## src/srw_regs.svh

```systemverilog
/*
 * Timing constants of the supervisor reset watchdog.
 * Assumes a single core clock of the period given here.
 */
`ifndef SRW_REGS_SVH
`define SRW_REGS_SVH

`define SRW_CLK_PERIOD_NS 25
`define SRW_US_NS 1000
`define SRW_US_CYCLES (`SRW_US_NS / `SRW_CLK_PERIOD_NS)
`define SRW_TRIP_DELAY_US 6
`define SRW_TRIP_CYCLES (`SRW_TRIP_DELAY_US * `SRW_US_CYCLES)
`define SRW_PRESS_MIN_US 1
`define SRW_SYNC_LATENCY 4
`define SRW_PRESS_CYCLES ((`SRW_PRESS_MIN_US * `SRW_US_NS) / `SRW_CLK_PERIOD_NS - `SRW_SYNC_LATENCY)
`define SRW_RELEASE_BLANK_CYCLES 40
`define SRW_HOLD_FIXED_MS 200
`define SRW_HOLD_ADJ_MS 250
`define SRW_WDT_NORMAL_MS 1600
`define SRW_WDT_START_S 51

`endif

```

## src/srw_pkg.sv

```systemverilog
/*
 * Types of the supervisor reset watchdog.
 * Assumes nothing beyond a SystemVerilog compiler.
 */
package srw_pkg;

	// ==========================================================
	// Synchronised inputs
	typedef struct packed {
		logic sup_ok;
		logic aux_ok;
		logic pin;
		logic kick;
	} srw_in_t;

	// ==========================================================
	// Reset state
	typedef enum logic [2:0] {
		S_ASSERT = 3'b001,
		S_HOLD = 3'b010,
		S_RUN = 3'b100
	} srw_state_t;

endpackage : srw_pkg

```

## src/srw_sync.sv

```systemverilog
/*
 * Three-stage input synchroniser with agreement filter.
 * Assumes the input is asynchronous to core_clk.
 */
`timescale 1ns/1ps
module srw_sync #(
	parameter logic RST_VAL = 1'b0
) (
	input wire logic core_clk,
	input wire logic rst,
	input wire logic async_in,
	output logic level_out
);
	logic [2:0] stage;
	logic [2:0] next_stage;
	logic next_level;

	// ==========================================================
	// The level changes only once the second and third stages agree.
	always_comb begin
		next_stage = {stage[1:0], async_in};
		next_level = level_out;
		if (stage[1] == stage[2]) begin
			next_level = stage[2];
		end
	end

	always_ff @(posedge core_clk or posedge rst) begin
		if (rst) begin
			stage <= {3{RST_VAL}};
			level_out <= RST_VAL;
		end else begin
			stage <= next_stage;
			level_out <= next_level;
		end
	end

endmodule : srw_sync

```

## src/srw_top.sv

```systemverilog
/*
 * Reset generator: power-up, two voltage monitors, manual reset and watchdog.
 * Assumes digital comparator results and an external pull-up on the shared pin.
 */
`timescale 1ns/1ps
`include "srw_regs.svh"
module srw_top import srw_pkg::*; #(
	parameter int HOLD_US = `SRW_HOLD_FIXED_MS * 1000,
	parameter int WDT_NORMAL_US = `SRW_WDT_NORMAL_MS * 1000,
	parameter int WDT_START_US = `SRW_WDT_START_S * 1000000
) (
	input wire logic core_clk,
	input wire logic rst,
	input wire logic supply_above_trip_in,
	input wire logic aux_voltage_monitor_in,
	input wire logic watchdog_toggle_in,
	input wire logic shared_reset_low_and_button_pin_in,
	output logic shared_reset_low_and_button_pin_out,
	output logic shared_reset_low_and_button_pin_oe,
	output logic reset_high_out
);
	localparam int US_CYC = `SRW_US_CYCLES;
	localparam int TRIP_CYC = `SRW_TRIP_CYCLES;
	localparam int PRESS_CYC = `SRW_PRESS_CYCLES;
	localparam int BLANK_CYC = `SRW_RELEASE_BLANK_CYCLES;

	srw_in_t sy;
	logic kick_prev;
	logic kick_edge;
	logic us_tick;
	logic [5:0] us_cnt, next_us_cnt;
	logic [7:0] trip_cnt, next_trip_cnt;
	logic volt_fault, next_volt_fault;
	logic low_v;
	logic [5:0] blank_cnt, next_blank_cnt;
	logic [5:0] press_cnt, next_press_cnt;
	logic press_event;
	srw_state_t state, next_state;
	logic [17:0] hold_cnt, next_hold_cnt;
	logic hold_done;
	logic [25:0] wdt_cnt, next_wdt_cnt;
	logic startup, next_startup;
	logic wdt_bite;

	// ==========================================================
	// Input synchronisers
	// A 100 ns watchdog pulse spans four clocks, enough for the filter.
	srw_sync #(.RST_VAL(1'b0)) u_sup (.core_clk(core_clk), .rst(rst),
		.async_in(supply_above_trip_in), .level_out(sy.sup_ok));
	srw_sync #(.RST_VAL(1'b0)) u_aux (.core_clk(core_clk), .rst(rst),
		.async_in(aux_voltage_monitor_in), .level_out(sy.aux_ok));
	srw_sync #(.RST_VAL(1'b0)) u_pin (.core_clk(core_clk), .rst(rst),
		.async_in(shared_reset_low_and_button_pin_in), .level_out(sy.pin));
	srw_sync #(.RST_VAL(1'b0)) u_kick (.core_clk(core_clk), .rst(rst),
		.async_in(watchdog_toggle_in), .level_out(sy.kick));

	// ==========================================================
	// Filters and microsecond divider
	assign us_tick = (us_cnt == 6'(US_CYC - 1));
	assign kick_edge = (sy.kick != kick_prev);
	assign low_v = !(sy.sup_ok && sy.aux_ok);
	assign press_event = (blank_cnt == 6'(BLANK_CYC)) && !sy.pin
		&& (press_cnt == 6'(PRESS_CYC - 1));

	always_comb begin
		next_us_cnt = us_tick ? 6'h00 : us_cnt + 6'h01;
		// Every hold starts on a fresh microsecond, so its length ignores the divider phase.
		if (state == S_ASSERT || press_event || wdt_bite) begin
			next_us_cnt = 6'h00;
		end
		next_trip_cnt = 8'h00;
		next_volt_fault = 1'b0;
		if (low_v) begin
			// A dip must persist for the trip delay before it counts.
			next_trip_cnt = volt_fault ? trip_cnt : trip_cnt + 8'h01;
			next_volt_fault = volt_fault || (trip_cnt == 8'(TRIP_CYC - 1));
		end
		// The pin reads low while we drive it, so it is blanked after release.
		next_blank_cnt = 6'h00;
		if (state == S_RUN) begin
			next_blank_cnt = (blank_cnt == 6'(BLANK_CYC)) ? blank_cnt : blank_cnt + 6'h01;
		end
		next_press_cnt = 6'h00;
		if ((blank_cnt == 6'(BLANK_CYC)) && !sy.pin && !press_event) begin
			next_press_cnt = press_cnt + 6'h01;
		end
	end

	always_ff @(posedge core_clk or posedge rst) begin
		if (rst) begin
			us_cnt <= 6'h00;
			trip_cnt <= 8'h00;
			volt_fault <= 1'b1;
			blank_cnt <= 6'h00;
			press_cnt <= 6'h00;
			kick_prev <= 1'b0;
		end else begin
			us_cnt <= next_us_cnt;
			trip_cnt <= next_trip_cnt;
			volt_fault <= next_volt_fault;
			blank_cnt <= next_blank_cnt;
			press_cnt <= next_press_cnt;
			kick_prev <= sy.kick;
		end
	end

	// ==========================================================
	// Reset state machine
	assign hold_done = us_tick && (hold_cnt == 18'(HOLD_US - 1));

	always_comb begin
		next_state = state;
		next_hold_cnt = hold_cnt;
		case (state)
			S_ASSERT: begin
				next_hold_cnt = 18'h00000;
				if (!volt_fault) begin
					next_state = S_HOLD;
				end
			end
			S_HOLD: begin
				if (volt_fault) begin
					next_state = S_ASSERT;
					next_hold_cnt = 18'h00000;
				end else if (press_event) begin
					next_hold_cnt = 18'h00000;
				end else if (hold_done) begin
					next_state = S_RUN;
				end else if (us_tick) begin
					next_hold_cnt = hold_cnt + 18'h00001;
				end
			end
			S_RUN: begin
				next_hold_cnt = 18'h00000;
				if (volt_fault) begin
					next_state = S_ASSERT;
				end else if (press_event || wdt_bite) begin
					next_state = S_HOLD;
				end
			end
			default: begin
				next_state = S_ASSERT;
				next_hold_cnt = 18'h00000;
			end
		endcase
	end

	always_ff @(posedge core_clk or posedge rst) begin
		if (rst) begin
			state <= S_ASSERT;
			hold_cnt <= 18'h00000;
		end else begin
			state <= next_state;
			hold_cnt <= next_hold_cnt;
		end
	end

	// Both outputs come from the same state flops, so they never skew.
	assign reset_high_out = (state != S_RUN);
	assign shared_reset_low_and_button_pin_oe = (state != S_RUN);
	assign shared_reset_low_and_button_pin_out = 1'b0;

	// ==========================================================
	// Watchdog
	// The long startup period lets software boot before the first toggle.
	assign wdt_bite = (state == S_RUN) && us_tick && !kick_edge && !press_event
		&& (wdt_cnt == (startup ? 26'(WDT_START_US - 1) : 26'(WDT_NORMAL_US - 1)));

	always_comb begin
		next_wdt_cnt = wdt_cnt;
		next_startup = startup;
		if (state != S_RUN || press_event) begin
			next_wdt_cnt = 26'h0000000;
		end else if (kick_edge) begin
			next_wdt_cnt = 26'h0000000;
			next_startup = 1'b0;
		end else if (wdt_bite) begin
			next_wdt_cnt = 26'h0000000;
			next_startup = 1'b0;
		end else if (us_tick) begin
			next_wdt_cnt = wdt_cnt + 26'h0000001;
		end
	end

	always_ff @(posedge core_clk or posedge rst) begin
		if (rst) begin
			wdt_cnt <= 26'h0000000;
			startup <= 1'b1;
		end else begin
			wdt_cnt <= next_wdt_cnt;
			startup <= next_startup;
		end
	end
endmodule : srw_top

```

## config.mk

```make
export PLATFORM = sky130hd
export DESIGN_NAME = srw_top
export DESIGN_NICKNAME = d
export VERILOG_FILES = /design/src/srw_pkg.sv /design/src/srw_sync.sv /design/src/srw_top.sv
export VERILOG_INCLUDE_DIRS = /design/src /design/src/src
export SDC_FILE = /design/constraint.sdc
export NUM_CORES = 1
export LEC_CHECK = 0
export ABC_CLOCK_PERIOD_IN_PS = 6200
export BUFFER_PORTS_ARGS = -buffer_cell sky130_fd_sc_hd__clkbuf_2
export CAP_MARGIN = 20
export CORE_MARGIN = 1
export CORE_UTILIZATION = 65
export DETAILED_ROUTE_END_ITERATION = 12
export GPL_ROUTABILITY_DRIVEN = 1
export MAX_ROUTING_LAYER = met4
export PLACE_DENSITY_LB_ADDON = 0.08
export SYNTH_ARGS = -nofsm -noshare
export SYNTH_HDL_FRONTEND = slang
export SYNTH_SLANG_ARGS = --single-unit
```

## constraint.sdc

```tcl
create_clock -name core_clk -period 6.2 [get_ports core_clk]
set_input_delay 0.31 -clock core_clk [delete_from_list [all_inputs] [get_ports core_clk]]
set_output_delay 0.31 -clock core_clk [all_outputs]
set_load 0.1 [all_outputs]
```

* Yosys cells after proc, flatten, opt, wreduce, memory -nomap -nowiden *
Cells that the tools add are included.

word-level totals
  bits in registers = 92
  input bits = 6
  output and inout port bits = 3
  word-level logic and storage cells = 97

cells by class
  add/subtract/negate cells = 6
  equality and inequality tests = 23
  muxes and demuxes = 27
  bitwise logic cells = 1
  reductions and logical operators = 22

operators by type and width
  operator                 count
  $mux W26                 5
  $mux W18                 5
  $mux W6                  5
  $add A26 B1 Y26 const B  1
  $eq A26 B26 Y1           1
  $add A18 B1 Y18 const B  1
  $add A6 B1 Y6 const B    3
  $eq A18 B18 Y1 const B   1
  $eq A6 B6 Y1 const B     3
  $mux W3                  6
  $mux W8                  2
  $logic_and A1 B1 Y1      9
  $ne A3 B3 Y1 const B     3
  $pmux W3 S3              1
  $add A8 B1 Y8 const B    1
  $eq A8 B8 Y1 const B     1
  $ne A4 B4 Y1 const B     2
  $logic_or A1 B1 Y1       5
  $eq A1 B1 Y1             4
  $ne A2 B2 Y1 const B     2
  $reduce_and A2 Y1        2
  $reduce_and A4 Y1        1
  $reduce_bool A4 Y1       1
  $eq A3 B1 Y1 const B     1
  9 further kinds          13

* Longest topological paths before layout *
  depth after elaboration = 10
  gate-level depth with buffers = 9
  depth with buffers taken out = 6

* Modules after synthesis *
A second synthesis with hierarchy kept.

second synthesis, totals
  cells, all modules = 449
  area, all modules = 4,541.9 um2

modules (own cells, without submodules)
  module    instances  cells an instance  area an instance (um2)  sequential area each (um2)
  srw_top   1          425                4,081.4                 1,905.6
  srw_sync  4          6                  115.1                   100.1

* Worst setup path after synthesis *
Ideal clock, no wire load.

  path kind = register -> output
  start = register state[0]
  end = output port shared_reset_low_and_button_pin_oe
  arrival = 1.747 ns
  required time = 5.890 ns
  slack = 4.143 ns
  cell stages (with the launch flop) = 4
  path buffers = 1
  cells stage by stage = dfstp_2 > nor3b_2 > inv_1 > buf_4

on the way
  cells in the longest elaborated chain, start to end = 1

RTL lines
  what                    line            RTL
  start, declared         srw_top.sv:38   srw_state_t state, next_state;
  start signal, assigned  srw_top.sv:153  state <= next_state;
  $ne A3 B3 Y1            n/a
  end, declared           srw_top.sv:19   output logic shared_reset_low_and_button_pin_oe,

No other way between the ends.

* Worst setup path in the final report *
  start = register hold_cnt[0]
  end = register hold_cnt[13]

on the way
  cells in the longest elaborated chain, start to end = 6
  elaborated cells on any way between the ends = 10
  classes of those cells = add/sub: 1; eq/ne: 2; mux: 5; reduce/logical: 2

RTL lines
  what                    line            RTL
  start, declared         srw_top.sv:39   logic [17:0] hold_cnt, next_hold_cnt;
  start signal, assigned  srw_top.sv:154  hold_cnt <= next_hold_cnt;
  $add A18 B1 Y18         srw_top.sv:130  next_hold_cnt = hold_cnt + 18'h00001;
  $mux W18                srw_top.sv:129  end else if (us_tick) begin
  $mux W18                srw_top.sv:127  end else if (hold_done) begin
  $mux W18                srw_top.sv:125  end else if (press_event) begin
  $mux W18                srw_top.sv:122  if (volt_fault) begin
  $mux W18                srw_top.sv:114  case (state)

Several ways; a longest one is shown, not always the timed one. The select of a mux whose other input is x is not followed.
A chain may end at the register's enable or synchronous reset.

==> results.md <==
- RePlAce Congestion: 0.830
- GR Util All Layers: 26.7%
- Share of cells above drive strength 1: 9.03%
- Worst setup margin: 3.56 ns
- Reg2reg setup slack: 3.56 ns
- Share of the synthesized area in the top cell type: 47.7%
- IO Count: 9
- CTS hold repair buffers: 0
- Final setup viols: 0
- First-pass GRT wire length: 15.2 mm
- RSZ-0062 raised after global routing: no
- Pre-CTS setup slack: 3.57 ns
- Core ar.: 6870 um^2
- Die Wd: 86.7 um
- Period utilization: 42.5%
- Initial Utilization: 67.9%
- Largest net degree at the start of global routing: 51
- Synth unique cells: 65
- R2r endpoint: hold_cnt[13]
- Final global-route overflow total: 0
- Synth Instances: 462
- Yosys top cell by area: dfrtp_1
- Crit path launch type: register
- Final HPWL DP: 5.88 mm
- Max cap viols: 0
- Worst R2R Path Depth: 6
- Commonest cells after routing, fill and taps aside: 89 x dfrtp_1, 42 x nand2_1, 42 x nor2_1
- Crit path kind: register to register
- H-tree depth: 3
- Max Fclk: 0.379 GHz
- Final Max Tran Viols: 0
- Sequential area share after synthesis: 49.4%
- PwrDens: 217 nW/um^2
- Worst-path fanout max: 30
- Synth Area per Inst: 10.1 um^2
- CTS Sinks: 92
- Final Skew: 0.0147 ns
- DRC: 0
- Vias after detailed routing: 3550
- Ant diodes: 0
- Router iterations before antenna repair: 5
- Wire per inst: 15.7 um
- Worst skew pair latency: 0.36 ns
- Initial antenna violation count: 0
- Root Buffer: clkbuf_8
- HP Class: input pin to asynchronous set/reset pin
- Worst setup path startpoint: hold_cnt[0]
- DRT iter0 DRCs: 177
- Die Ht: 86.7 um
- Final Critical Period: 2.64 ns
- P_leak: 1.96 nW
- CP required: 6.49 ns
- Slew margin rel.: 35.2%
- Row count: 30
- CTS Buffer Depth: 2
- Commonest non-fill, non-tap cell in the layout: dfrtp_1
- Vias per cell: 6.33
- Final nets: 473
- Synth-to-Final Area Change: 4.42%
- Largest cells by area after synthesis: dfrtp_1 48%, or4_1 3.9%, a21oi_1 3.4%
- Worst IR Drop VDD: 238 uV
- Post-CTS setup buffers: 0
- Status: completed
- CTS tree: built
- Vias in the first global route: 3307
- DRT antenna net count: 0
- Hold Vio Cnt, Final: 0
- Die area: 7520 um^2
- Yosys warnings: 0
- Critical path capture point type: register
- Synth Flop Type: dfrtp_1
- Ys async rst share: 100%
- Cts bufs inserted: 9
- Mapped Area: 4670 um^2
- Layout fillers: 526
- Final setup TNS: 0 ns
- Port Buffer Count: 7
- Slew @ Worst Pin: 0.972 ns
- WP data arrival: 2.92 ns
- R2R Path Start: hold_cnt[0]
- Synthesized flop and latch total: 92
- Final wirelength: 8.81 mm
- Number of synthesized flops with an enable pin: 0
- Worst-path clk slew: 0.09 ns
- Mapped Nets: 475
- Post_cts resized: 0
-- cell families after synthesis --
family | after synthesis | share of synthesized area [%]
other cells | 1 | 0.0804
buf+inv | 32 | 3.99
flops | 92 | 49.4
xor+xnor | 28 | 5.25
mux | 3 | 0.643
simple gates | 208 | 25.7
fa+ha+maj | 11 | 2.73
compound gates | 87 | 12.2
-- power by group --
group,switching [mW],internal (mW),total [mW]
Clock,0.218,0.160,0.378
Sequential,0.0150,0.618,0.633
Combinational,0.0301,0.0186,0.0487
Total,0.263,0.796,1.06
-- worst max path at each step --
stage / to
3_3_place_gp: hold_cnt[1]
5_1_grt: hold_cnt[13]
6_report: hold_cnt[13]
3_5_place_dp: hold_cnt[13]
4_1_cts: hold_cnt[13]
2_1_floorplan: blank_cnt[0]
-- critical path, cell delays in order (launching register included) --
cell and delay (ns):
dfrtp_1 0.40, ha_1 0.29, nand2_1 0.14, or4_1 0.55, o21ai_2 0.80, o21ai_0 0.22
a21oi_1 0.17
-- metrics by stage --
step | cells | hold slack, ns | util, % | total power, mW | instance area (um^2)
2_1_floorplan | 462 | 0.331 | - | 0.681 | 4670
3_3_place_gp | 545 | 0.335 | 68.3 | 0.691 | 4690
3_5_place_dp | 545 | 0.336 | 68.3 | 0.694 | 4690
4_1_cts | 561 | 0.0370 | 70.9 | 1.07 | 4870
5_1_grt | 561 | 0.0288 | 70.9 | 1.11 | 4870
6_report | 561 | 0.0303 | 70.9 | 1.06 | 4870
-- cell type report --
cell class | count | area, um^2 | area share (%)
Multi-Input combinational cell | 338 | 2170 | 44.6
Tap cell | 96 | 120 | 2.46
Timing Repair Buffer | 9 | 50.0 | 1.03
Clock buffer | 10 | 138 | 2.82
Sequential cell | 92 | 2310 | 47.3
Inverter | 10 | 38.8 | 0.796
Clock inverter | 6 | 46.3 | 0.950
-- cell usage after synthesis, types with 3 or more instances --
library cell	count
o21ai_0	7
a31oi_1	3
o21ai_1	7
dfstp_2	3
buf_4	6
o211ai_1	9
a21oi_1	32
xor2_1	16
nand4_1	12
mux2i_1	3
nor4bb_1	3
nand2_1	42
clkbuf_1	5
dfrtp_1	89
nor2_1	42
and2_1	4
buf_2	5
maj3_1	4
or3_1	12
ha_1	7
nand3_1	27
o31ai_1	14
and4_1	3
or4_1	24
buf_6	5
inv_1	10
xnor2_1	12
and3_1	9
-- layer usage --
metal | wire [um] | track usage [%] | up-vias
met2 | 4200 | 39.2 | 75
met5 | 0 | - | -
li1 | - | - | 1690
met4 | 112 | 10.6 | 0
met3 | 335 | 5.05 | 13
met1 | 4160 | 36.7 | 1772
-- flip-flops by register name, indices dropped and copies added, names as in the netlist, 3 cells and up --
name	flops
trip_cnt	8
u_kick.stage	3
u_sup.stage	3
u_pin.stage	3
press_cnt	6
wdt_cnt	26
us_cnt	6
blank_cnt	6
u_aux.stage	3
hold_cnt	18
state	3
Power figures use the tool's default switching activity.
